<file path="config.mk">
export PLATFORM = sky130hd
export DESIGN_NAME = cns_core
export DESIGN_NICKNAME = d
export VERILOG_FILES = /design/src/cns_pkg.sv /design/src/cns_shift_if.sv /design/src/cns_core.sv /design/src/cns_shifter.sv
export SDC_FILE = /design/constraint.sdc
export NUM_CORES = 1
export LEC_CHECK = 0
export BUFFER_PORTS_ARGS = -buffer_cell sky130_fd_sc_hd__buf_2
export CORE_UTILIZATION = 30
export DETAILED_ROUTE_END_ITERATION = 10
export GPL_TIMING_DRIVEN = 0
export HOLD_SLACK_MARGIN = 0.12
export PLACE_DENSITY_LB_ADDON = 0.08
export SYNTH_ARGS = -nofsm -noshare
export SYNTH_HDL_FRONTEND = slang
export SYNTH_HIERARCHICAL = 1
export SYNTH_SLANG_ARGS = --single-unit
</file>
<file path="constraint.sdc">
create_clock -name mclk -period 5.8 [get_ports mclk]
set_input_delay 1.16 -clock mclk [delete_from_list [all_inputs] [get_ports mclk]]
set_output_delay 1.16 -clock mclk [all_outputs]
set_load 0.1 [all_outputs]
</file>
<file path="src/cns_pkg.sv">
// Constants, register map and types for the conditional normalize shift block
`default_nettype none
package cns_pkg;
  localparam int ACC_W     = 40;
  localparam int REG_W     = 16;
  localparam int ADDR_W    = 8;
  localparam int REP_W     = 8;
  localparam int SIGN_HI   = 31;
  localparam int SIGN_LO   = 30;

  localparam logic [ADDR_W-1:0] ADR_ARITH      = 8'h00;
  localparam logic [ADDR_W-1:0] ADR_SYSCTL     = 8'h04;
  localparam logic [ADDR_W-1:0] ADR_CACHE      = 8'h08;
  localparam logic [ADDR_W-1:0] ADR_CACHE_PROT = 8'h0C;
  localparam logic [ADDR_W-1:0] ADR_FLAGS      = 8'h10;
  localparam logic [ADDR_W-1:0] ADR_STATE      = 8'h14;
  localparam logic [ADDR_W-1:0] ADR_ACC_BASE   = 8'h20;
  localparam int                ACC_STRIDE_SH  = 3;
  localparam int                ACC_HI_BIT     = 2;

  localparam logic [REG_W-1:0] RST_ARITH       = 16'h2920;
  localparam logic [REG_W-1:0] RST_SYSCTL      = 16'h1000;
  localparam logic [REG_W-1:0] RST_CACHE       = 16'h1C00;
  localparam logic [REG_W-1:0] SYSCTL_RW_MASK  = 16'h9DFF;
  localparam logic [REG_W-1:0] CACHE_PROT_MASK = 16'hE000;

  localparam int LEGACY_BIT   = 5;
  localparam int DEBUG_BIT    = 12;
  localparam int FREEZE_BIT   = 15;
  localparam int CACHE_ON_BIT = 14;
  localparam int FLUSH_BIT    = 13;
  localparam int HOST_IRQ_BIT = 12;
  localparam int MICRO_BIT    = 6;

  localparam int FLAG_ONE_BIT   = 0;
  localparam int FLAG_TWO_BIT   = 1;
  localparam int STATE_BUSY_BIT = 0;
  localparam int STATE_RUN_BIT  = 1;

  localparam int               FLUSH_CYCLES = 5;
  localparam int               CNT_W        = 3;
  localparam logic [CNT_W-1:0] FLUSH_LOAD   = 3'h5;
  localparam logic [1:0]       CAP_LOAD     = 2'h2;
  localparam logic [1:0]       CAP_DONE     = 2'h3;

  typedef enum logic [0:0] {
    CNS_IDLE = 1'b0,
    CNS_RUN  = 1'b1
  } cns_exec_t;
endpackage
`default_nettype wire

</file>
<file path="src/cns_shift_if.sv">
// Connection between the core and the conditional shift unit
`timescale 1ns/1ps
`default_nettype none
interface cns_shift_if;
  logic [cns_pkg::ACC_W-1:0] acc;
  logic [cns_pkg::ACC_W-1:0] result;
  logic                      flag;
  modport core (output acc, input result, input flag);
  modport unit (input acc, output result, output flag);
endinterface
`default_nettype wire

</file>
<file path="src/cns_core.sv">
// Conditional normalize shift core with accumulators and status registers
// Behaviour
// - A zero forty-bit accumulator sets the selected test flag.
// - Nonzero with two equal sign bits shifts the accumulator left one and clears the flag.
// - Nonzero with differing sign bits leaves it unshifted and sets the flag.
// - Sign bits are taken from positions 31 and 30.
// - The shift runs correctly on every iteration of a repeat loop.
// - Protected status address ignores writes to cache bits and reads them zero.
// - Status fields take their listed values after reset.
// - Micro mode select loads from a strap pin, synchronized and captured at the third clock edge after reset is released.
// - Writing the cache control bits flushes the pipeline for five cycles.
`timescale 1ns/1ps
`default_nettype none
module cns_core #(
  parameter int NUM_ACC = 4
) (
  input  wire logic                         mclk,
  input  wire logic                         rst_n,
  input  wire logic [cns_pkg::ADDR_W-1:0]   regAddr,
  input  wire logic [cns_pkg::REG_W-1:0]    regWrData,
  input  wire logic                         regWr,
  input  wire logic                         regRd,
  output logic      [cns_pkg::REG_W-1:0]    regRdData,
  input  wire logic                         instrValid,
  input  wire logic [$clog2(NUM_ACC)-1:0]   instrAccSel,
  input  wire logic                         instrFlagSel,
  input  wire logic [cns_pkg::REP_W-1:0]    instrRepeat,
  output logic                              instrReady,
  input  wire logic                         microStrap,
  output logic                              busy,
  output logic                              pipeFlush,
  output logic                              testFlagOne,
  output logic                              testFlagTwo,
  output logic                              cacheOn,
  output logic                              cacheFreeze,
  output logic                              legacyCompat,
  output logic                              debugMask
);
  localparam int SEL_W = $clog2(NUM_ACC);

  if (NUM_ACC < 2 || NUM_ACC > 4) begin : gBadAccCount
    $error("NUM_ACC must be 2 to 4");
  end

  logic [cns_pkg::ACC_W-1:0] acc_ff [NUM_ACC];
  logic [cns_pkg::REG_W-1:0] arith_ff;
  logic [cns_pkg::REG_W-1:0] sysctl_ff;
  logic [cns_pkg::REG_W-1:0] cache_ff;
  logic                      flagOne_ff;
  logic                      flagTwo_ff;
  cns_pkg::cns_exec_t        state_ff;
  logic [SEL_W-1:0]          execAcc_ff;
  logic                      execFlag_ff;
  logic [cns_pkg::REP_W-1:0] repCnt_ff;
  logic [cns_pkg::CNT_W-1:0] flushCnt_ff;
  logic                      flush_ff;
  logic [cns_pkg::REG_W-1:0] rdData_ff;
  logic                      strapMeta_ff;
  logic                      strapSync_ff;
  logic [1:0]                capCnt_ff;

  cns_shift_if shIf ();

  cns_shifter uShifter (
    .sh (shIf)
  );

  // Accumulator word decode shared by the read and write paths
  function automatic logic accHit(input logic [cns_pkg::ADDR_W-1:0] a);
    logic [cns_pkg::ADDR_W-1:0] rel;
    rel = a - cns_pkg::ADR_ACC_BASE;
    accHit = (a >= cns_pkg::ADR_ACC_BASE) && (a[1:0] == 2'h0)
             && ((rel >> cns_pkg::ACC_STRIDE_SH) < NUM_ACC);
  endfunction

  function automatic logic [SEL_W-1:0] accIdx(input logic [cns_pkg::ADDR_W-1:0] a);
    logic [cns_pkg::ADDR_W-1:0] rel;
    rel = (a - cns_pkg::ADR_ACC_BASE) >> cns_pkg::ACC_STRIDE_SH;
    accIdx = rel[SEL_W-1:0];
  endfunction

  logic execFire;
  logic cacheWr;
  logic protWr;
  logic issue;

  assign busy       = (flushCnt_ff != '0);
  assign execFire   = (state_ff == cns_pkg::CNS_RUN) && !busy;
  assign instrReady = (state_ff == cns_pkg::CNS_IDLE) && !busy;
  assign issue      = instrValid && instrReady;
  assign cacheWr    = regWr && (regAddr == cns_pkg::ADR_CACHE);
  assign protWr     = regWr && (regAddr == cns_pkg::ADR_CACHE_PROT);
  assign shIf.acc   = acc_ff[execAcc_ff];

  // Repeat loop sequencing; a flush stalls the loop instead of losing an iteration
  always_ff @(posedge mclk or negedge rst_n) begin
    if (!rst_n) begin
      state_ff    <= cns_pkg::CNS_IDLE;
      execAcc_ff  <= '0;
      execFlag_ff <= 1'b0;
      repCnt_ff   <= '0;
    end else begin
      case (state_ff)
        cns_pkg::CNS_IDLE: begin
          if (issue) begin
            state_ff    <= cns_pkg::CNS_RUN;
            execAcc_ff  <= instrAccSel;
            execFlag_ff <= instrFlagSel;
            repCnt_ff   <= instrRepeat;
          end
        end
        cns_pkg::CNS_RUN: begin
          if (execFire) begin
            if (repCnt_ff == '0) begin
              state_ff <= cns_pkg::CNS_IDLE;
            end else begin
              repCnt_ff <= repCnt_ff - 1'b1;
            end
          end
        end
        default: begin
          state_ff <= cns_pkg::CNS_IDLE;
        end
      endcase
    end
  end

  // Accumulators: the shift step wins over a software write to the same word
  always_ff @(posedge mclk or negedge rst_n) begin
    if (!rst_n) begin
      for (int i = 0; i < NUM_ACC; i++) begin
        acc_ff[i] <= '0;
      end
    end else begin
      if (regWr && accHit(regAddr)) begin
        if (regAddr[cns_pkg::ACC_HI_BIT]) begin
          acc_ff[accIdx(regAddr)][cns_pkg::ACC_W-1:32] <= regWrData[7:0];
        end else begin
          acc_ff[accIdx(regAddr)][31:16] <= regWrData;
          acc_ff[accIdx(regAddr)][15:0]  <= 16'h0000;
        end
      end
      if (execFire) begin
        acc_ff[execAcc_ff] <= shIf.result;
      end
    end
  end

  // Test flags: the shift outcome wins over a software write in the same cycle
  always_ff @(posedge mclk or negedge rst_n) begin
    if (!rst_n) begin
      flagOne_ff <= 1'b1;
      flagTwo_ff <= 1'b1;
    end else begin
      if (regWr && regAddr == cns_pkg::ADR_FLAGS) begin
        flagOne_ff <= regWrData[cns_pkg::FLAG_ONE_BIT];
        flagTwo_ff <= regWrData[cns_pkg::FLAG_TWO_BIT];
      end
      if (execFire && !execFlag_ff) begin
        flagOne_ff <= shIf.flag;
      end
      if (execFire && execFlag_ff) begin
        flagTwo_ff <= shIf.flag;
      end
    end
  end

  always_ff @(posedge mclk or negedge rst_n) begin
    if (!rst_n) begin
      arith_ff  <= cns_pkg::RST_ARITH;
      sysctl_ff <= cns_pkg::RST_SYSCTL;
    end else begin
      if (regWr && regAddr == cns_pkg::ADR_ARITH) begin
        arith_ff <= regWrData;
      end
      if (regWr && regAddr == cns_pkg::ADR_SYSCTL) begin
        sysctl_ff <= regWrData & cns_pkg::SYSCTL_RW_MASK;
      end
    end
  end

  // The strap is a pin: two flops before the capture logic looks at it
  always_ff @(posedge mclk or negedge rst_n) begin
    if (!rst_n) begin
      strapMeta_ff <= 1'b0;
      strapSync_ff <= 1'b0;
      capCnt_ff    <= '0;
    end else begin
      strapMeta_ff <= microStrap;
      strapSync_ff <= strapMeta_ff;
      if (capCnt_ff != cns_pkg::CAP_DONE) begin
        capCnt_ff <= capCnt_ff + 1'b1;
      end
    end
  end

  always_ff @(posedge mclk or negedge rst_n) begin
    if (!rst_n) begin
      cache_ff <= cns_pkg::RST_CACHE;
    end else begin
      if (protWr) begin
        cache_ff <= (cache_ff & cns_pkg::CACHE_PROT_MASK)
                    | (regWrData & ~cns_pkg::CACHE_PROT_MASK);
      end else if (cacheWr) begin
        cache_ff <= regWrData;
      end
      if (capCnt_ff == cns_pkg::CAP_LOAD) begin
        cache_ff[cns_pkg::MICRO_BIT] <= strapSync_ff;
      end
    end
  end

  always_ff @(posedge mclk or negedge rst_n) begin
    if (!rst_n) begin
      flushCnt_ff <= '0;
      flush_ff    <= 1'b0;
    end else begin
      flush_ff <= cacheWr;
      if (cacheWr) begin
        flushCnt_ff <= cns_pkg::FLUSH_LOAD;
      end else if (busy) begin
        flushCnt_ff <= flushCnt_ff - 1'b1;
      end
    end
  end

  // Read data stands only in the cycle after the strobe
  always_ff @(posedge mclk or negedge rst_n) begin
    if (!rst_n) begin
      rdData_ff <= '0;
    end else begin
      rdData_ff <= '0;
      if (regRd) begin
        if (regAddr == cns_pkg::ADR_ARITH) begin
          rdData_ff <= arith_ff;
        end else if (regAddr == cns_pkg::ADR_SYSCTL) begin
          rdData_ff <= sysctl_ff;
        end else if (regAddr == cns_pkg::ADR_CACHE) begin
          rdData_ff <= cache_ff;
        end else if (regAddr == cns_pkg::ADR_CACHE_PROT) begin
          rdData_ff <= cache_ff & ~cns_pkg::CACHE_PROT_MASK;
        end else if (regAddr == cns_pkg::ADR_FLAGS) begin
          rdData_ff <= {14'h0000, flagTwo_ff, flagOne_ff};
        end else if (regAddr == cns_pkg::ADR_STATE) begin
          rdData_ff <= {14'h0000, (state_ff == cns_pkg::CNS_RUN), busy};
        end else if (accHit(regAddr)) begin
          if (regAddr[cns_pkg::ACC_HI_BIT]) begin
            rdData_ff <= {8'h00, acc_ff[accIdx(regAddr)][cns_pkg::ACC_W-1:32]};
          end else begin
            rdData_ff <= acc_ff[accIdx(regAddr)][31:16];
          end
        end
      end
    end
  end

  assign regRdData    = rdData_ff;
  assign pipeFlush    = flush_ff;
  assign testFlagOne  = flagOne_ff;
  assign testFlagTwo  = flagTwo_ff;
  assign cacheOn      = cache_ff[cns_pkg::CACHE_ON_BIT];
  assign cacheFreeze  = cache_ff[cns_pkg::FREEZE_BIT];
  assign legacyCompat = arith_ff[cns_pkg::LEGACY_BIT];
  assign debugMask    = sysctl_ff[cns_pkg::DEBUG_BIT];

  // Helper state seen only by the checks below
  logic [cns_pkg::ACC_W-1:0] lastAcc_ff;
  logic [SEL_W-1:0]          lastSel_ff;
  logic                      lastFlag_ff;
  logic                      lastFire_ff;
  logic                      rstDone_ff;
  logic [8:0]                fires_ff;
  logic [8:0]                wantFires_ff;
  logic                      selFlag;
  logic [cns_pkg::ACC_W-1:0] lastDest;

  always_ff @(posedge mclk or negedge rst_n) begin
    if (!rst_n) begin
      lastAcc_ff   <= '0;
      lastSel_ff   <= '0;
      lastFlag_ff  <= 1'b0;
      lastFire_ff  <= 1'b0;
      rstDone_ff   <= 1'b0;
      fires_ff     <= '0;
      wantFires_ff <= '0;
    end else begin
      lastAcc_ff  <= shIf.acc;
      lastSel_ff  <= execAcc_ff;
      lastFlag_ff <= execFlag_ff;
      lastFire_ff <= execFire;
      rstDone_ff  <= 1'b1;
      if (issue) begin
        fires_ff     <= '0;
        wantFires_ff <= {1'b0, instrRepeat} + 9'h001;
      end else if (execFire) begin
        fires_ff <= fires_ff + 9'h001;
      end
    end
  end

  assign selFlag  = lastFlag_ff ? flagTwo_ff : flagOne_ff;
  assign lastDest = acc_ff[lastSel_ff];
endmodule
`default_nettype wire

</file>
<file path="src/cns_shifter.sv">
// Combinational one-step normalizing shift with its test-flag outcome
`timescale 1ns/1ps
`default_nettype none
module cns_shifter (
  cns_shift_if.unit sh
);
  logic isZero;
  logic twoSign;

  assign isZero  = (sh.acc == '0);
  assign twoSign = (sh.acc[cns_pkg::SIGN_HI] == sh.acc[cns_pkg::SIGN_LO]);

  always_comb begin
    sh.result = sh.acc;
    sh.flag   = 1'b1;
    if (isZero) begin
      sh.result = sh.acc;
      sh.flag   = 1'b1;
    end else if (twoSign) begin
      sh.result = {sh.acc[cns_pkg::ACC_W-2:0], 1'b0};
      sh.flag   = 1'b0;
    end else begin
      sh.result = sh.acc;
      sh.flag   = 1'b1;
    end
  end
endmodule
`default_nettype wire

</file>
Word level (Yosys, flattened, before mapping)
Index checks and enable logic that the tools add are counted.

operators by class
  $add $sub $neg = 4
  $mul = 0
  divide/modulo/power cells = 0
  $lt $le $gt $ge = 6
  equality and inequality tests = 11
  shift-type cells = 0
  multiplexer cells = 51
  bitwise gates (word level) = 4
  reduce and logical (&&, ||, !) cells = 29

operators with widths
  kind                                                 count
  bitwise mux 160 bit                                  4
  2-to-1 mux 160 bit                                   3
  demux 40 bit (select 2 bit)                          4
  2-to-1 mux 40 bit                                    8
  2-to-1 mux 16 bit                                    12
  binary-select mux 40 bit (select 2 bit)              2
  logical NOT 40 bit                                   1
  2-to-1 mux 32 bit                                    1
  2-to-1 mux 8 bit                                     3
  equality test 8 x 4 -> 1 bit, second input constant  2
  equality test 8 x 5 -> 1 bit, second input constant  2
  logical NOT 8 bit                                    2
  OR 16 x 13 -> 16 bit                                 1
  one-hot mux 8 bit (2 select lines)                   1
  logical AND 1 bit                                    15
  2-to-1 mux 1 bit                                     10
  equality test 8 x 3 -> 1 bit, second input constant  1
  >= comparator 8 x 6 -> 1 bit, second input constant  1
  nonzero test 2 bit                                   4
  subtractor 8 x 1 -> 8 bit, second input constant     1
  subtractor 8 x 6 -> 8 bit, second input constant     1
  >= comparator 3 bit, second input constant           2
  < comparator 3 x 1 -> 1 bit, second input constant   2
  2-to-1 mux 3 bit                                     2
  15 further kinds                                     20

storage, ports and cells
  register bits after elaboration = 243
  latch bits = 0
  memory bits (writable) = 0
  memory bits (read-only) = 0
  input bits = 41
  output and inout bits = 25
  logic and storage cells = 125
  memories kept = 0

Logic depth before layout (Yosys ltp)
Gate-level depths: netlist of the first run.

  depth after elaboration = 14
  gate-level depth with buffers = 12
  depth with buffers taken out = 9

Hierarchy
Netlist of the first run, hierarchy kept.

by module, submodules not included
  module       times used  cells an instance  area an instance (um^2)  sequential area each (um^2)
  cns_core     1           1138               12722.2                  6093.3
  cns_shifter  1           67                 653.1                    0.0

Worst setup path before layout of the first run
OpenSTA, ideal clock, no wires.

  path type = register to output
  start point = register flushCnt_ff[0] in the netlist's numbering
  end point = output instrReady
  arrival = 3.285 ns
  required time = 4.640 ns
  slack = 1.355 ns
  cell stages (with the launch flop) = 6
  buffers on the path = 0
  cells stage by stage = dfrtp_1 > inv_1 > ha_1 > nor2b_1 > clkinv_1 > nor2_1

between the ends
  cells in the longest elaborated chain, start to end = 3

ends and longest elaborated chain
  element                 line             text
  from (decl)             cns_core.sv:55   logic [cns_pkg::CNT_W-1:0] flushCnt_ff;
  from (signal assigned)  cns_core.sv:220  flushCnt_ff <= cns_pkg::FLUSH_LOAD;
  from (signal assigned)  cns_core.sv:222  flushCnt_ff <= flushCnt_ff - 1'b1;
  nonzero test 3 bit      cns_core.sv:87   assign busy = (flushCnt_ff != '0);
  net busy                cns_core.sv:30   output logic busy,
  logical NOT 1 bit       cns_core.sv:89   assign instrReady = (state_ff == cns_pkg::CNS_IDLE) && !busy;
  logical AND 1 bit       cns_core.sv:89
  to (decl)               cns_core.sv:28   output logic instrReady,

The timed path passes the listed nets, and every way through them passes these cells.

Final worst setup path of the first run
  start point = register execAcc_ff[1]
  end point = register acc_ff[71] in the netlist's numbering

between the ends
  cells in the longest elaborated chain, start to end = 9
  elaborated cells between the ends (all ways) = 15
  those cells by class = order compare: 2; eq/ne: 1; mux: 9; bitwise: 1; reduce/logical: 2

ends and longest elaborated chain
  element                                                                     line               text
  from (decl)                                                                 cns_core.sv:52     logic [SEL_W-1:0] execAcc_ff;
  from (signal assigned)                                                      cns_core.sv:107    execAcc_ff <= instrAccSel;
  NOT 2 -> 3 bit (not written as such) (*)                                    cns_core.sv:93     assign shIf.acc = acc_ff[execAcc_ff];
  binary-select mux 40 bit (select 2 bit) (*)                                 cns_core.sv:93
  2-to-1 mux 40 bit (not written as such) (*) (2 in series)                   cns_core.sv:93
  net shIf.acc (one bit)                                                      cns_shift_if.sv:5  logic [cns_pkg::ACC_W-1:0] acc;
  parallel branches: the longest is 2 deep, another holds logical NOT 40 bit  n/a
  2-to-1 mux 40 bit (*)                                                       cns_shifter.sv:16  if (isZero) begin
  net shIf.result (one bit)                                                   cns_shift_if.sv:6  logic [cns_pkg::ACC_W-1:0] result;
  bitwise mux 160 bit (*)                                                     cns_core.sv:144    acc_ff[execAcc_ff] <= shIf.result;
  2-to-1 mux 160 bit (*)                                                      cns_core.sv:143    if (execFire) begin
  to (signal, indexed assignment)                                             cns_core.sv:137    acc_ff[accIdx(regAddr)][cns_pkg::ACC_W-1:32] <= regWrData[7:0];
  to (signal, indexed assignment)                                             cns_core.sv:139    acc_ff[accIdx(regAddr)][31:16] <= regWrData;
  to (signal, indexed assignment)                                             cns_core.sv:144
  to (decl)                                                                   cns_core.sv:45     logic [cns_pkg::ACC_W-1:0] acc_ff [NUM_ACC];

Mark *: on every way through the listed nets, which the timed path passes. The select of a mux whose other input is x is not followed.
A chain may end at the register's enable or synchronous reset.

==> results of run 1 <==
final cells by class:
class,count,area [um^2],share of cell area (%)
plain buffers,103,458,2.95
clock buffers,45,878,5.66
flip-flops and latches,243,6090,39.3
clock inverters,10,150,0.967
repair buffers,66,385,2.48
inverters,15,56.3,0.363
well taps,585,732,4.72
multi-input cells,844,6770,43.6
power breakdown:
group          internal, uW  total [uW]  switching (uW)
sequential             2320        2740             415
combinational          1800        4370            2570
clock                  1210        2010             797
total                  5330        9110            3780
cells in the mapped netlist, types with 3 or more instances:
library cell,number
sky130_fd_sc_hd__a211oi_1,4
sky130_fd_sc_hd__a21o_1,3
sky130_fd_sc_hd__a21oi_1,43
sky130_fd_sc_hd__a22o_1,33
sky130_fd_sc_hd__a22oi_1,5
sky130_fd_sc_hd__a31oi_1,33
sky130_fd_sc_hd__and3_1,6
sky130_fd_sc_hd__and4_1,3
sky130_fd_sc_hd__buf_1,8
sky130_fd_sc_hd__buf_2,33
sky130_fd_sc_hd__buf_4,6
sky130_fd_sc_hd__clkbuf_1,55
sky130_fd_sc_hd__dfrtp_1,233
sky130_fd_sc_hd__dfstp_2,10
sky130_fd_sc_hd__ha_1,9
sky130_fd_sc_hd__inv_1,12
sky130_fd_sc_hd__mux2_2,76
sky130_fd_sc_hd__mux2_4,11
sky130_fd_sc_hd__mux2i_1,91
sky130_fd_sc_hd__mux4_2,64
sky130_fd_sc_hd__nand2_1,150
sky130_fd_sc_hd__nand3_1,43
sky130_fd_sc_hd__nand3b_1,3
sky130_fd_sc_hd__nand4_1,13
sky130_fd_sc_hd__nor2_1,52
sky130_fd_sc_hd__nor2b_1,14
sky130_fd_sc_hd__nor3_1,8
sky130_fd_sc_hd__nor3b_1,4
sky130_fd_sc_hd__nor4_1,7
sky130_fd_sc_hd__nor4_2,5
sky130_fd_sc_hd__nor4_4,3
sky130_fd_sc_hd__o21ai_0,109
sky130_fd_sc_hd__o22ai_1,10
worst paths after layout:
kind                                  to          start  slack [ns]  cells past startpoint
min                         strapSync_ff   strapMeta_ff        0.35                      0
min reg2reg                 strapSync_ff   strapMeta_ff        0.35                      0
max in group asynchronous  sysctl_ff[12]          rst_n        4.34                      2
max                           acc_ff[71]  execAcc_ff[1]        0.68                     12
max reg2reg                   acc_ff[71]  execAcc_ff[1]        0.68                     12
min in group asynchronous   capCnt_ff[0]          rst_n        0.52                      1
per-stage QoR:
| step | instances | TNS (ns) | hold slack, ns | util [%] |
|---|---|---|---|---|
| after detailed placement | 1856 | 0 | 0.344 | 33.3 |
| final | 1911 | 0 | 0.348 | 35.6 |
| after global routing | 1911 | 0 | 0.359 | 35.6 |
| after global placement | 1854 | -325.70 | 0.346 | 33.1 |
| after CTS | 1911 | 0 | 0.351 | 35.6 |
| after floorplan | 1205 | 0 | 0.331 | - |
kinds of logic after synthesis:
logic type / Yosys count
AND/OR/NAND/NOR: 334
AO/OA/AOI/OAI: 256
flip-flops: 243
multiplexers: 242
buffers and inverters: 118
adder cells (fa/ha/maj): 9
XOR/XNOR: 3
sequential cells by signal, indices dropped and copies added (netlist names):
register and flops:
execFlag_ff 1, capCnt_ff 2, strapSync_ff 1, strapMeta_ff 1, cache_ff 16, acc_ff 160, flushCnt_ff 3, pipeFlush 1
execAcc_ff 2, sysctl_ff 13, testFlagTwo 1, testFlagOne 1, regRdData 16, repCnt_ff 8, arith_ff 16, state_ff 1
metal layers:
metal	wire length [um]	GRT usage [%]	up-vias
met4	1430	6.67	0
li1	-	-	4668
met3	2240	2.66	73
met5	0	0	-
met1	23500	32.2	5539
met2	23200	36.3	305
layout by cell type, fill, tap and decap left out, types with 4 or more instances in the layout:
cell,n
sky130_fd_sc_hd__nand2_1,150
sky130_fd_sc_hd__o22ai_1,10
sky130_fd_sc_hd__nor3_1,8
sky130_fd_sc_hd__mux2_2,76
sky130_fd_sc_hd__mux2_4,11
sky130_fd_sc_hd__buf_2,96
sky130_fd_sc_hd__clkbuf_8,5
sky130_fd_sc_hd__nor2b_1,14
sky130_fd_sc_hd__a31oi_1,33
sky130_fd_sc_hd__a211oi_1,4
sky130_fd_sc_hd__ha_1,9
sky130_fd_sc_hd__o21ai_0,109
sky130_fd_sc_hd__a22o_1,33
sky130_fd_sc_hd__buf_1,8
sky130_fd_sc_hd__a22oi_1,5
sky130_fd_sc_hd__nand3_1,43
sky130_fd_sc_hd__bufinv_16,4
sky130_fd_sc_hd__mux4_2,64
sky130_fd_sc_hd__and3_1,6
sky130_fd_sc_hd__nor3b_1,4
sky130_fd_sc_hd__dfstp_2,10
sky130_fd_sc_hd__mux2i_1,91
sky130_fd_sc_hd__nor4_2,5
sky130_fd_sc_hd__nand4_1,13
sky130_fd_sc_hd__clkbuf_1,64
sky130_fd_sc_hd__nor4_1,7
sky130_fd_sc_hd__inv_1,12
sky130_fd_sc_hd__nor2_1,52
sky130_fd_sc_hd__buf_4,6
sky130_fd_sc_hd__a21oi_1,43
sky130_fd_sc_hd__clkinv_2,6
sky130_fd_sc_hd__clkbuf_16,31
sky130_fd_sc_hd__dfrtp_1,233
==> flow_summary.html, run 1 <==
<table>
<tr><th>Metric</th><th>Value</th></tr>
<tr><th colspan="2">Status</th></tr>
<tr><td>Outcome</td><td>finished clean</td></tr>
<tr><th colspan="2">STA</th></tr>
<tr><td>Count of endpoints failing setup in the final report</td><td>0</td></tr>
<tr><td>Shortest period the worst path allows</td><td>around 5.1 ns</td></tr>
<tr><td>Unrepaired setup endpoints after global routing</td><td>false</td></tr>
<tr><td>Hold violation count in the final report</td><td>0</td></tr>
<tr><td>Minimum setup slack in the final design</td><td>~0.7 ns</td></tr>
<tr><td>Worst Max-Slew Pin Slew</td><td>1.32 ns</td></tr>
<tr><td>Clock tree skew after final layout</td><td>0.0244 ns</td></tr>
<tr><td>Part of the cycle the worst path needs</td><td>88.3%</td></tr>
<tr><td>Rel. slew slack</td><td>about an eighth</td></tr>
<tr><td>Max frequency</td><td>0.195 GHz</td></tr>
<tr><td>Final Max Tran Viols</td><td>0</td></tr>
<tr><th colspan="2">Routing</th></tr>
<tr><td>DR DRC count</td><td>0</td></tr>
<tr><td>Router iterations before antenna repair</td><td>7</td></tr>
<tr><td>Iteration-0 DRC Markers</td><td>901</td></tr>
<tr><td>Routed via count</td><td>10600</td></tr>
<tr><td>Final routed wirelength across all metal layers</td><td>slightly above 50000 um</td></tr>
<tr><td>Vias per Instance</td><td>5.54</td></tr>
<tr><td>Final routed wire length divided by cell count</td><td>about 26 um</td></tr>
<tr><td>Post-detailed-route count of antenna-violating nets</td><td>0</td></tr>
<tr><th colspan="2">Hold path</th></tr>
<tr><td>Class of the worst hold path</td><td>reg2reg</td></tr>
<tr><th colspan="2">GRT</th></tr>
<tr><td>Largest net degree at the start of global routing</td><td>between 90 and 100</td></tr>
<tr><td>Global-route wire length before repair</td><td>75000 um</td></tr>
<tr><td>Aggregate global-route resource usage</td><td>22.7%</td></tr>
<tr><td>Global route overflow</td><td>0</td></tr>
<tr><td>Vias in the first global route</td><td>10800</td></tr>
<tr><td>Number of antenna violations at the first check in global routing</td><td>0</td></tr>
<tr><th colspan="2">Power and ir drop</th></tr>
<tr><td>Total chip power</td><td>9110 uW</td></tr>
<tr><td>Leak Pwr</td><td>roughly 0.0069 uW</td></tr>
<tr><td>Cell Pwr Density</td><td>587 nW/um^2</td></tr>
<tr><td>Maximum vdd drop</td><td>0.000272 V</td></tr>
<tr><th colspan="2">Yosys</th></tr>
<tr><td>Adder-cell share of the synthesized area</td><td>0.842%</td></tr>
<tr><td>Simple-Gate Fraction of Synth Area</td><td>12.6%</td></tr>
<tr><td>Fraction of synthesized area in multiplexers</td><td>about a quarter</td></tr>
<tr><td>Number of synthesized flops with an enable pin</td><td>0</td></tr>
<tr><td>Mapped Area</td><td>13400 um^2</td></tr>
<tr><td>Net count of the mapped netlist</td><td>about 1300</td></tr>
<tr><td>Avg Synthesized Cell Area</td><td>around 11 um^2</td></tr>
<tr><td>Area share of the largest cell type after synthesis</td><td>a little over two fifths</td></tr>
<tr><td>Share of the yosys chip area belonging to registers</td><td>45.6%</td></tr>
<tr><td>Compound-gate portion of the synthesized area</td><td>11.7%</td></tr>
<tr><td>Xor/xnor share of the synthesized area</td><td>0.196%</td></tr>
<tr><td>Async set-or-reset flop fraction in the synthesized netlist</td><td>100%</td></tr>
<tr><td>Flop and latch count out of synthesis</td><td>243</td></tr>
<tr><td>Synthesis warning total</td><td>6</td></tr>
<tr><td>Cells taking the most area after synthesis</td><td>sky130_fd_sc_hd__dfrtp_1 44%, sky130_fd_sc_hd__mux4_2 11%, sky130_fd_sc_hd__mux2i_1 6.8%, sky130_fd_sc_hd__mux2_2 6.4%, sky130_fd_sc_hd__nand2_1 4.2%</td></tr>
<tr><td>Count of mapped cells out of synthesis</td><td>1205</td></tr>
<tr><td>Most area-hungry cell type in the Yosys netlist</td><td>sky130_fd_sc_hd__dfrtp_1</td></tr>
<tr><td>Distinct cell type count of the synthesized netlist</td><td>65</td></tr>
<tr><td>Dominant combinational cell family by area after synthesis</td><td>multiplexers</td></tr>
<tr><td>Top FF cell, synth</td><td>sky130_fd_sc_hd__dfrtp_1</td></tr>
<tr><th colspan="2">Cells and area</th></tr>
<tr><td>Nets@finish</td><td>1353</td></tr>
<tr><td>Layout area overhead</td><td>16.0%</td></tr>
<tr><td>Non-Filler Cell Area, Final</td><td>15500 um^2</td></tr>
<tr><td>Share of layout cells above drive strength 1</td><td>between 20% and 30%</td></tr>
<tr><td>Fillers</td><td>4457</td></tr>
<tr><td>Ant diodes</td><td>0</td></tr>
<tr><th colspan="2">Clocking</th></tr>
<tr><td>Number of buffers inserted for hold repair after clock tree synthesis</td><td>0</td></tr>
<tr><td>Clock tree from TritonCTS</td><td>yes</td></tr>
<tr><td>Number of buffers on the longest clock path</td><td>3</td></tr>
<tr><td>CTS root buf</td><td>sky130_fd_sc_hd__clkbuf_16</td></tr>
<tr><td>H-Tree Depth</td><td>1</td></tr>
<tr><td>Clk sink count</td><td>roughly 240</td></tr>
<tr><td>Skew-Pair Late Insertion Delay</td><td>about 0.59 ns</td></tr>
<tr><td>Buffers inserted by post-CTS timing repair</td><td>0</td></tr>
<tr><td>Post-CTS Resized</td><td>0</td></tr>
<tr><td>CTS clock-pin slew for the worst setup and hold paths</td><td>0.06 ns</td></tr>
<tr><td>Number of clock buffers inserted by TritonCTS</td><td>30</td></tr>
<tr><th colspan="2">Floorplanning</th></tr>
<tr><td>Horizontal die dimension</td><td>between 200 and 250 um</td></tr>
<tr><td>Die height</td><td>213 um</td></tr>
<tr><td>Std-Cell Core Area</td><td>43600 um^2</td></tr>
<tr><td>Initial Utilization</td><td>a little under a third</td></tr>
<tr><td>IO Count</td><td>66</td></tr>
<tr><td>Row Count</td><td>76</td></tr>
<tr><td>Die Outline Area</td><td>between 40000 and 50000 um^2</td></tr>
<tr><th colspan="2">Placement</th></tr>
<tr><td>Area after DPL</td><td>approximately 14000 um^2</td></tr>
<tr><td>Count of buffers inserted at the top-level ports</td><td>64</td></tr>
<tr><td>Placed wire-length estimate</td><td>33900 um</td></tr>
<tr><td>Placer Congestion</td><td>0.856</td></tr>
<tr><td>Setup Slack @ Placement</td><td>0.774 ns</td></tr>
<tr><th colspan="2">Worst setup path</th></tr>
<tr><td>Worst setup EP type</td><td>flip-flop</td></tr>
<tr><td>Classification of the worst setup path</td><td>reg2reg</td></tr>
<tr><td>Endpoint required time on the critical path</td><td>roughly 6.3 ns</td></tr>
<tr><td>Critical Path Slowest Stage Cell</td><td>sky130_fd_sc_hd__clkbuf_1</td></tr>
<tr><td>Dominant delay contributor by cell family on the critical path</td><td>buffers and inverters</td></tr>
<tr><td>Arrival time worst endpoint</td><td>5.62 ns</td></tr>
<tr><td>Highest fanout seen on the critical path</td><td>10</td></tr>
<tr><td>Type of origin of the critical path</td><td>flip-flop</td></tr>
<tr><td>Number of buffers and inverters on the critical path</td><td>4</td></tr>
<tr><td>Ordered list of cells on the worst path</td><td>buf_2 &gt; buf_1 &gt; clkbuf_1 &gt; mux4_2 &gt; inv_1 &gt; ha_1 &gt; nor4b_2 &gt; nand4_1 &gt; nor3_1 &gt; mux2i_1 &gt; nand2_1 &gt; o21ai_0</td></tr>
<tr><td>Biggest cell delay along the critical path</td><td>1.02 ns</td></tr>
<tr><th colspan="2">Run</th></tr>
<tr><td>Maximum capacitance violations</td><td>0</td></tr>
</table>
No activity file was read; power rests on OpenSTA's default activity.
==> run 2, diff against run 1 <==
--- a/config.mk
+++ b/config.mk
@@ -6,6 +6,7 @@
 export NUM_CORES = 1
 export LEC_CHECK = 0
 export BUFFER_PORTS_ARGS = -buffer_cell sky130_fd_sc_hd__buf_2
+export CORE_ASPECT_RATIO = 0.75
 export CORE_UTILIZATION = 30
 export DETAILED_ROUTE_END_ITERATION = 10
 export GPL_TIMING_DRIVEN = 0
==> run 2 against run 1 <==
- global-route usage is 0.18 points lower
- clock skew is 0.0045 ns lower
- critical path depth is 2 lower
- maximum frequency is 5.4% lower
- die area hardly changed
- register-to-register slack worse by 0.29 ns
- flip-flop and latch count stayed put
- first-iteration DRC count is 3.1% higher
- final cell count is 0.31% lower
- non-clock buffer count stayed put
- setup slack worse by 0.29 ns
==> flow_summary.html, run 2 (synthesis results as in run 1) <==
<table>
<tr><th>Metric</th><th>Value</th></tr>
<tr><th colspan="2">Clocking</th></tr>
<tr><td>Post-CTS Resized</td><td>0 (unchanged)</td></tr>
<tr><td>Clk sink count</td><td>243 (unchanged)</td></tr>
<tr><td>Number of clock buffers inserted by TritonCTS</td><td>29 (was 30)</td></tr>
<tr><td>H-Tree Depth</td><td>1 (unchanged)</td></tr>
<tr><td>CTS clock-pin slew for the worst setup and hold paths</td><td>0.07 ns (was 0.06 ns)</td></tr>
<tr><td>Clock tree from TritonCTS</td><td>yes (unchanged)</td></tr>
<tr><td>Skew-Pair Late Insertion Delay</td><td>0.59 ns (about the same)</td></tr>
<tr><td>Buffers inserted by post-CTS timing repair</td><td>0 (unchanged)</td></tr>
<tr><td>CTS root buf</td><td>sky130_fd_sc_hd__clkbuf_16 (unchanged)</td></tr>
<tr><td>Number of buffers inserted for hold repair after clock tree synthesis</td><td>0 (unchanged)</td></tr>
<tr><td>Number of buffers on the longest clock path</td><td>3 (unchanged)</td></tr>
<tr><th colspan="2">Routing</th></tr>
<tr><td>DR DRC count</td><td>0 (unchanged)</td></tr>
<tr><td>Routed via count</td><td>10600 (about the same)</td></tr>
<tr><td>Final routed wirelength across all metal layers</td><td>50600 um (was 50400 um)</td></tr>
<tr><td>Final routed wire length divided by cell count</td><td>26.6 um (was 26.4 um)</td></tr>
<tr><td>Iteration-0 DRC Markers</td><td>929 (was 901)</td></tr>
<tr><td>Router iterations before antenna repair</td><td>5 (was 7)</td></tr>
<tr><td>Post-detailed-route count of antenna-violating nets</td><td>0 (unchanged)</td></tr>
<tr><td>Vias per Instance</td><td>5.58 (was 5.54)</td></tr>
<tr><th colspan="2">Cells and area</th></tr>
<tr><td>Largest Register</td><td>acc_ff (unchanged)</td></tr>
<tr><td>Multi-input combinational cell area</td><td>6770 um^2 (unchanged)</td></tr>
<tr><td>Layout area overhead</td><td>16.3% (was 16.0%)</td></tr>
<tr><td>Share of layout cells above drive strength 1</td><td>25.8% (was 25.4%)</td></tr>
<tr><td>Flip-flop and latch area</td><td>6090 um^2 (unchanged)</td></tr>
<tr><td>Non-Filler Cell Area, Final</td><td>15600 um^2 (was 15500 um^2)</td></tr>
<tr><td>Commonest non-fill, non-tap cell in the layout</td><td>sky130_fd_sc_hd__dfrtp_1 (unchanged)</td></tr>
<tr><td>Fillers</td><td>4356 (was 4457)</td></tr>
<tr><td>Nets@finish</td><td>1352 (was 1353)</td></tr>
<tr><td>Most frequent cells in the layout</td><td>233 x sky130_fd_sc_hd__dfrtp_1, 150 x sky130_fd_sc_hd__nand2_1, 109 x sky130_fd_sc_hd__o21ai_0 (unchanged)</td></tr>
<tr><td>Flip-flop count of the largest register, all copies and words added</td><td>160 (unchanged)</td></tr>
<tr><th colspan="2">STA</th></tr>
<tr><td>Minimum setup slack in the final design</td><td>0.386 ns (was 0.681 ns)</td></tr>
<tr><td>Tightest hold margin</td><td>0.358 ns (was 0.348 ns)</td></tr>
<tr><td>Rel. slew slack</td><td>10.6% (was 12.3%)</td></tr>
<tr><td>Part of the cycle the worst path needs</td><td>93.3% (was 88.3%)</td></tr>
<tr><td>Shortest period the worst path allows</td><td>5.41 ns (was 5.12 ns)</td></tr>
<tr><td>Hold violation count in the final report</td><td>0 (unchanged)</td></tr>
<tr><td>Worst Max-Slew Pin Slew</td><td>1.33 ns (was 1.32 ns)</td></tr>
<tr><td>Unrepaired setup endpoints after global routing</td><td>false (unchanged)</td></tr>
<tr><td>Sum Neg Setup Slack</td><td>0 ns (unchanged)</td></tr>
<tr><td>Final Max Tran Viols</td><td>0 (unchanged)</td></tr>
<tr><td>Clock tree skew after final layout</td><td>0.0199 ns (was 0.0244 ns)</td></tr>
<tr><td>Max frequency</td><td>0.185 GHz (was 0.195 GHz)</td></tr>
<tr><td>Count of endpoints failing setup in the final report</td><td>0 (unchanged)</td></tr>
<tr><th colspan="2">Power and ir drop</th></tr>
<tr><td>Switching part of the total</td><td>41.6% (was 41.5%)</td></tr>
<tr><td>Leak Pwr</td><td>0.00690 uW (was 0.00688 uW)</td></tr>
<tr><td>Share of total power in the clock network</td><td>22.5% (was 22.1%)</td></tr>
<tr><td>Cell Pwr Density</td><td>593 nW/um^2 (was 587 nW/um^2)</td></tr>
<tr><td>Sequential share of power</td><td>29.7% (was 30.0%)</td></tr>
<tr><td>Cell-internal power</td><td>5390 uW (was 5330 uW)</td></tr>
<tr><td>Total net switching power</td><td>3840 uW (was 3780 uW)</td></tr>
<tr><td>Maximum vdd drop</td><td>0.000297 V (was 0.000272 V)</td></tr>
<tr><td>Comb pwr share</td><td>47.8% (was 47.9%)</td></tr>
<tr><td>Total chip power</td><td>9230 uW (was 9110 uW)</td></tr>
<tr><th colspan="2">Hold path</th></tr>
<tr><td>Hold-critical path depth</td><td>0 (unchanged)</td></tr>
<tr><td>Hold path startpoint</td><td>strapMeta_ff (unchanged)</td></tr>
<tr><td>Class of the worst hold path</td><td>reg2reg (unchanged)</td></tr>
<tr><td>Terminating pin of the worst hold path</td><td>strapSync_ff (unchanged)</td></tr>
<tr><th colspan="2">Worst setup path</th></tr>
<tr><td>Endpoint required time on the critical path</td><td>6.22 ns (was 6.30 ns)</td></tr>
<tr><td>Type of origin of the critical path</td><td>flip-flop (unchanged)</td></tr>
<tr><td>Highest fanout seen on the critical path</td><td>10 (unchanged)</td></tr>
<tr><td>Worst Reg2Reg Path Length in Cells</td><td>10 (was 12)</td></tr>
<tr><td>Destination of the worst register-to-register timing path</td><td>acc_ff[30] (was acc_ff[71])</td></tr>
<tr><td>Worst R2R Setup Slack</td><td>0.39 ns (was 0.68 ns)</td></tr>
<tr><td>Classification of the worst setup path</td><td>reg2reg (unchanged)</td></tr>
<tr><td>Arrival time worst endpoint</td><td>5.84 ns (was 5.62 ns)</td></tr>
<tr><td>Startpoint of the worst-slack reg-to-reg timing path</td><td>execAcc_ff[1] (unchanged)</td></tr>
<tr><td>Worst setup EP type</td><td>flip-flop (unchanged)</td></tr>
<tr><th colspan="2">Floorplanning</th></tr>
<tr><td>IO Count</td><td>66 (unchanged)</td></tr>
<tr><td>Std-Cell Core Area</td><td>43700 um^2 (was 43600 um^2)</td></tr>
<tr><td>Die Outline Area</td><td>45400 um^2 (about the same)</td></tr>
<tr><td>Row Count</td><td>66 (was 76)</td></tr>
<tr><td>Horizontal die dimension</td><td>246 um (was 213 um)</td></tr>
<tr><td>Die height</td><td>185 um (was 213 um)</td></tr>
<tr><td>Initial Utilization</td><td>30.6% (was 30.7%)</td></tr>
<tr><th colspan="2">GRT</th></tr>
<tr><td>Global-route wire length before repair</td><td>74700 um (was 75000 um)</td></tr>
<tr><td>Largest net degree at the start of global routing</td><td>106 (was 96)</td></tr>
<tr><td>Number of antenna violations at the first check in global routing</td><td>0 (unchanged)</td></tr>
<tr><td>Aggregate global-route resource usage</td><td>22.5% (was 22.7%)</td></tr>
<tr><td>Vias in the first global route</td><td>10600 (was 10800)</td></tr>
<tr><td>Global route overflow</td><td>0 (unchanged)</td></tr>
<tr><th colspan="2">Status</th></tr>
<tr><td>Outcome</td><td>finished clean (unchanged)</td></tr>
<tr><th colspan="2">Placement</th></tr>
<tr><td>Count of buffers inserted at the top-level ports</td><td>64 (unchanged)</td></tr>
<tr><td>Placer Congestion</td><td>0.839 (was 0.856)</td></tr>
<tr><td>Setup Slack @ Placement</td><td>0.795 ns (was 0.774 ns)</td></tr>
<tr><td>Placed wire-length estimate</td><td>34500 um (was 33900 um)</td></tr>
<tr><td>Area after DPL</td><td>14500 um^2 (about the same)</td></tr>
<tr><th colspan="2">Run</th></tr>
<tr><td>Maximum capacitance violations</td><td>0 (unchanged)</td></tr>
</table>
run 2: cell types whose count changed in the layout (fill, tap and decap cells not counted), sizes merged:
cell      previous run  this run
clkinvlp             0         1
clkbuf             100        94
inv                 13        14
clkinv               8         9
bufinv               4         6
diode                0         2
run 2: power by group through the flow:
stage | registers [uW] | clock network (uW) | logic [uW]
4_1_cts | 2730 | 2120 | 4340
6_report | 2740 | 2080 | 4410
3_5_place_dp | 2750 | 0 | 4320
5_1_grt | 2810 | 2190 | 4690
2_1_floorplan | 2680 | 0 | 3030
3_3_place_gp | 2750 | 0 | 4320
run 2: layer usage:
layer / wire length, um / track usage, % / vias to the layer above
met4: 1130 / 5.22 / 0
met2: 21000 / 31.9 / 325
met1: 25200 / 34.6 / 5569
met5: 0 / 0 / -
met3: 3220 / 4.53 / 72
li1: - / - / 4666
run 2: per-stage QoR:
step / cells / utilization [%]
2_1_floorplan: 1205 / -
3_3_place_gp: 1847 / 33.0
4_1_cts: 1903 / 35.6
3_5_place_dp: 1849 / 33.2
5_1_grt: 1903 / 35.6
6_report: 1905 / 35.6
run 2: final cells by class:
cell class / instances / area share, %
Tap cell: 578 / 4.65
Timing Repair Buffer: 66 / 2.48
Inverter: 15 / 0.362
Antenna cell: 2 / 0.0322
Buffer: 103 / 2.94
Multi-Input combinational cell: 844 / 43.5
Clock inverter: 15 / 1.51
Sequential cell: 243 / 39.2
Clock buffer: 39 / 5.36
run 2: worst max path at each step:
stage	start	to	slack, ns	cells after the start
4_1_cts	execAcc_ff[1]	acc_ff[30]	0.77	10
5_1_grt	execAcc_ff[1]	acc_ff[150]	0.38	10
3_3_place_gp	rst_n	acc_ff[4]	-1.45	1
6_report	execAcc_ff[1]	acc_ff[30]	0.39	10
2_1_floorplan	flushCnt_ff[0]	instrReady	1.36	5
3_5_place_dp	execAcc_ff[0]	acc_ff[150]	0.79	10
run 2: critical path, stage by stage, from the launching register on:
cell	delay, ns
sky130_fd_sc_hd__dfrtp_1	0.37
sky130_fd_sc_hd__buf_2	0.27
sky130_fd_sc_hd__buf_1	0.67
sky130_fd_sc_hd__clkbuf_1	0.88
sky130_fd_sc_hd__mux4_2	0.46
sky130_fd_sc_hd__nor4_1	0.90
sky130_fd_sc_hd__nand4_1	0.47
sky130_fd_sc_hd__o31ai_4	0.66
sky130_fd_sc_hd__mux2_4	0.39
sky130_fd_sc_hd__nand2_1	0.07
sky130_fd_sc_hd__o21ai_0	0.09
==> run 3, diff against run 2 <==
--- a/config.mk
+++ b/config.mk
@@ -7,7 +7,7 @@
 export LEC_CHECK = 0
 export BUFFER_PORTS_ARGS = -buffer_cell sky130_fd_sc_hd__buf_2
 export CORE_ASPECT_RATIO = 0.75
-export CORE_UTILIZATION = 30
+export CORE_UTILIZATION = 65
 export DETAILED_ROUTE_END_ITERATION = 10
 export GPL_TIMING_DRIVEN = 0
 export HOLD_SLACK_MARGIN = 0.12
==> constraint.sdc (replaced) <==
create_clock -name mclk -period 5.8 [get_ports mclk]
set_input_delay 1.16 -clock mclk [delete_from_list [all_inputs] [get_ports mclk]]
set_output_delay 1.16 -clock mclk [all_outputs]
set_load 0.02 [all_outputs]
==> run 3 against run 2 <==
- cell area shrank 3.8%
- die area shrank 53%
- count of clock-buffer cells in the layout is the same
- first-iteration DRC count grew 79%
- largest cell class unchanged
- sequential share of layout area grew 1.6 points
- worst hold slack gained 0.0090 ns
- non-clock buffer count is the same
- final cell count shrank 17%
==> flow_summary.html, run 3 (synthesis results as in run 1) <==
<table>
<tr><th>Metric</th><th>Value</th></tr>
<tr><th colspan="2">Hold path</th></tr>
<tr><td>Hold path startpoint</td><td>strapMeta_ff (unchanged)</td></tr>
<tr><td>Terminating pin of the worst hold path</td><td>strapSync_ff (unchanged)</td></tr>
<tr><td>Class of the worst hold path</td><td>reg2reg (unchanged)</td></tr>
<tr><td>Hold-critical path depth</td><td>0 (unchanged)</td></tr>
<tr><th colspan="2">Cells and area</th></tr>
<tr><td>Share of layout cells above drive strength 1</td><td>25.4% (was 25.8%)</td></tr>
<tr><td>Multi-input combinational cell area</td><td>6770 um^2 (unchanged)</td></tr>
<tr><td>Commonest non-fill, non-tap cell in the layout</td><td>sky130_fd_sc_hd__dfrtp_1 (unchanged)</td></tr>
<tr><td>Largest Register</td><td>acc_ff (unchanged)</td></tr>
<tr><td>Layout area overhead</td><td>11.9% (was 16.3%)</td></tr>
<tr><td>Most frequent cells in the layout</td><td>233 x sky130_fd_sc_hd__dfrtp_1, 150 x sky130_fd_sc_hd__nand2_1, 109 x sky130_fd_sc_hd__o21ai_0 (unchanged)</td></tr>
<tr><td>Fillers</td><td>1388 (was 4356)</td></tr>
<tr><td>Nets@finish</td><td>1349 (was 1352)</td></tr>
<tr><td>Flip-flop and latch area</td><td>6090 um^2 (unchanged)</td></tr>
<tr><td>Flip-flop count of the largest register, all copies and words added</td><td>160 (unchanged)</td></tr>
<tr><td>Ant diodes</td><td>0 (was 2)</td></tr>
<tr><th colspan="2">STA</th></tr>
<tr><td>Count of endpoints failing setup in the final report</td><td>0 (unchanged)</td></tr>
<tr><td>Final Max Tran Viols</td><td>0 (unchanged)</td></tr>
<tr><td>Rel. slew slack</td><td>22.5% (was 10.6%)</td></tr>
<tr><td>Max frequency</td><td>0.209 GHz (was 0.185 GHz)</td></tr>
<tr><td>Clock tree skew after final layout</td><td>0.0159 ns (was 0.0199 ns)</td></tr>
<tr><td>Minimum setup slack in the final design</td><td>1.02 ns (was 0.386 ns)</td></tr>
<tr><td>Part of the cycle the worst path needs</td><td>82.4% (was 93.3%)</td></tr>
<tr><td>Worst Max-Slew Pin Slew</td><td>1.15 ns (was 1.33 ns)</td></tr>
<tr><td>Tightest hold margin</td><td>0.367 ns (was 0.358 ns)</td></tr>
<tr><td>Unrepaired setup endpoints after global routing</td><td>false (unchanged)</td></tr>
<tr><td>Hold violation count in the final report</td><td>0 (unchanged)</td></tr>
<tr><td>Shortest period the worst path allows</td><td>4.78 ns (was 5.41 ns)</td></tr>
<tr><th colspan="2">GRT</th></tr>
<tr><td>Global route overflow</td><td>0 (unchanged)</td></tr>
<tr><td>Aggregate global-route resource usage</td><td>40.7% (was 22.5%)</td></tr>
<tr><td>Largest net degree at the start of global routing</td><td>88 (was 106)</td></tr>
<tr><td>Number of antenna violations at the first check in global routing</td><td>1 (was 0)</td></tr>
<tr><td>Vias in the first global route</td><td>10900 (was 10600)</td></tr>
<tr><td>Global-route wire length before repair</td><td>64600 um (was 74700 um)</td></tr>
<tr><th colspan="2">Routing</th></tr>
<tr><td>Iteration-0 DRC Markers</td><td>1664 (was 929)</td></tr>
<tr><td>Vias per Instance</td><td>7.16 (was 5.58)</td></tr>
<tr><td>Final routed wire length divided by cell count</td><td>26.8 um (was 26.6 um)</td></tr>
<tr><td>Router iterations before antenna repair</td><td>7 (was 5)</td></tr>
<tr><td>Post-detailed-route count of antenna-violating nets</td><td>0 (unchanged)</td></tr>
<tr><td>Routed via count</td><td>11300 (was 10600)</td></tr>
<tr><td>DR DRC count</td><td>0 (unchanged)</td></tr>
<tr><td>Final routed wirelength across all metal layers</td><td>42300 um (was 50600 um)</td></tr>
<tr><th colspan="2">Clocking</th></tr>
<tr><td>Number of buffers on the longest clock path</td><td>3 (unchanged)</td></tr>
<tr><td>H-Tree Depth</td><td>1 (unchanged)</td></tr>
<tr><td>Clk sink count</td><td>243 (unchanged)</td></tr>
<tr><td>Number of clock buffers inserted by TritonCTS</td><td>26 (was 29)</td></tr>
<tr><td>CTS root buf</td><td>sky130_fd_sc_hd__clkbuf_16 (unchanged)</td></tr>
<tr><td>Number of buffers inserted for hold repair after clock tree synthesis</td><td>0 (unchanged)</td></tr>
<tr><td>Post-CTS Resized</td><td>0 (unchanged)</td></tr>
<tr><td>Clock tree from TritonCTS</td><td>yes (unchanged)</td></tr>
<tr><td>CTS clock-pin slew for the worst setup and hold paths</td><td>0.07 ns (about the same)</td></tr>
<tr><td>Skew-Pair Late Insertion Delay</td><td>0.55 ns (was 0.59 ns)</td></tr>
<tr><td>Buffers inserted by post-CTS timing repair</td><td>0 (unchanged)</td></tr>
<tr><th colspan="2">Worst setup path</th></tr>
<tr><td>Worst setup EP type</td><td>flip-flop (unchanged)</td></tr>
<tr><td>Worst R2R Setup Slack</td><td>1.02 ns (was 0.39 ns)</td></tr>
<tr><td>Startpoint of the worst-slack reg-to-reg timing path</td><td>execAcc_ff[1] (unchanged)</td></tr>
<tr><td>Type of origin of the critical path</td><td>flip-flop (unchanged)</td></tr>
<tr><td>Arrival time worst endpoint</td><td>5.17 ns (was 5.84 ns)</td></tr>
<tr><td>Classification of the worst setup path</td><td>reg2reg (unchanged)</td></tr>
<tr><td>Destination of the worst register-to-register timing path</td><td>acc_ff[110] (was acc_ff[30])</td></tr>
<tr><td>Endpoint required time on the critical path</td><td>6.19 ns (was 6.22 ns)</td></tr>
<tr><td>Highest fanout seen on the critical path</td><td>10 (unchanged)</td></tr>
<tr><td>Worst Reg2Reg Path Length in Cells</td><td>10 (unchanged)</td></tr>
<tr><th colspan="2">Placement</th></tr>
<tr><td>Setup Slack @ Placement</td><td>1.32 ns (was 0.795 ns)</td></tr>
<tr><td>Placed wire-length estimate</td><td>28500 um (was 34500 um)</td></tr>
<tr><td>Placer Congestion</td><td>0.986 (was 0.839)</td></tr>
<tr><td>Count of buffers inserted at the top-level ports</td><td>64 (unchanged)</td></tr>
<tr><th colspan="2">Floorplanning</th></tr>
<tr><td>Die height</td><td>126 um (was 185 um)</td></tr>
<tr><td>Std-Cell Core Area</td><td>20200 um^2 (was 43700 um^2)</td></tr>
<tr><td>Horizontal die dimension</td><td>168 um (was 246 um)</td></tr>
<tr><td>Initial Utilization</td><td>66.2% (was 30.6%)</td></tr>
<tr><td>IO Count</td><td>66 (unchanged)</td></tr>
<tr><td>Row Count</td><td>45 (was 66)</td></tr>
<tr><td>Die Outline Area</td><td>21200 um^2 (was 45400 um^2)</td></tr>
<tr><th colspan="2">Power and ir drop</th></tr>
<tr><td>Cell Pwr Density</td><td>584 nW/um^2 (was 593 nW/um^2)</td></tr>
<tr><td>Maximum vdd drop</td><td>0.000310 V (was 0.000297 V)</td></tr>
<tr><td>Leak Pwr</td><td>0.00681 uW (was 0.00690 uW)</td></tr>
<tr><th colspan="2">Run</th></tr>
<tr><td>Maximum capacitance violations</td><td>0 (unchanged)</td></tr>
<tr><th colspan="2">Status</th></tr>
<tr><td>Outcome</td><td>finished clean (unchanged)</td></tr>
</table>
run 3: cell types whose count changed in the layout (fill, tap and decap cells not counted):
cell | previous run | this run
sky130_fd_sc_hd__bufinv_16 | 6 | 1
sky130_fd_sc_hd__clkbuf_16 | 29 | 27
sky130_fd_sc_hd__diode_2 | 2 | 0
sky130_fd_sc_hd__clkbuf_1 | 58 | 59
sky130_fd_sc_hd__clkbuf_8 | 7 | 8
sky130_fd_sc_hd__clkinv_4 | 1 | 0
sky130_fd_sc_hd__inv_6 | 1 | 0
sky130_fd_sc_hd__inv_8 | 0 | 1
run 3: cell type report:
cell class	instances	area share (%)
plain buffers	103	3.06
clock buffers	39	5.35
clock inverters	9	0.527
inverters	15	0.376
multi-input cells	844	45.2
flip-flops and latches	243	40.7
well taps	258	2.16
repair buffers	66	2.58
run 3: worst max-delay path by stage:
| stage | startpoint | end | slack (ns) | cells past startpoint |
|---|---|---|---|---|
| detailed placement | execAcc_ff[1] | acc_ff[150] | 1.32 | 12 |
| finish | execAcc_ff[1] | acc_ff[110] | 1.02 | 10 |
| CTS | execAcc_ff[1] | acc_ff[110] | 1.27 | 10 |
| global placement | rst_n | acc_ff[82] | -0.74 | 1 |
| floorplan | execAcc_ff[0] | acc_ff[10] | 2.62 | 9 |
| global route | execAcc_ff[1] | acc_ff[150] | 0.97 | 10 |
run 3: power by group:
group          total [uW]  leakage [uW]  internal (uW)  switching (uW)
Sequential           2760       0.00301           2320             436
Clock                1720      0.000439            998             720
Combinational        4270       0.00336           1800            2470
Total                8750       0.00681           5120            3630
run 3: critical path: stages (launching register included):
cell and delay, ns:
sky130_fd_sc_hd__dfrtp_1 0.38, sky130_fd_sc_hd__buf_2 0.30, sky130_fd_sc_hd__buf_1 0.60, sky130_fd_sc_hd__clkbuf_1 0.77, sky130_fd_sc_hd__mux4_2 0.47, sky130_fd_sc_hd__nor4_1 0.65, sky130_fd_sc_hd__nand4_1 0.32, sky130_fd_sc_hd__o31ai_4 0.54
sky130_fd_sc_hd__mux2_4 0.39, sky130_fd_sc_hd__nand2_1 0.07, sky130_fd_sc_hd__o21ai_0 0.10
run 3: routing by layer:
layer | share of wire (%) | vias to the layer above | global-route usage [%] | wire length [um]
met4 | 3.5 | 0 | 13.3 | 1470
met3 | 14 | 144 | 13.9 | 5990
met2 | 44 | 884 | 59.0 | 18500
met5 | 0 | - | 0 | 0
met1 | 39 | 5613 | 57.8 | 16300
li1 | - | 4650 | - | -
run 3: metrics by stage:
stage / TNS, ns / cell area, um^2 / std cells / util [%] / power [uW]
3_5_place_dp: 0 / 14100 / 1529 / 69.7 / 6790
2_1_floorplan: 0 / 13400 / 1205 / - / 5630
3_3_place_gp: -166.83 / 14000 / 1527 / 69.4 / 6670
4_1_cts: 0 / 15000 / 1577 / 74.0 / 8540
5_1_grt: 0 / 15000 / 1577 / 74.0 / 9050
6_report: 0 / 15000 / 1577 / 74.0 / 8750
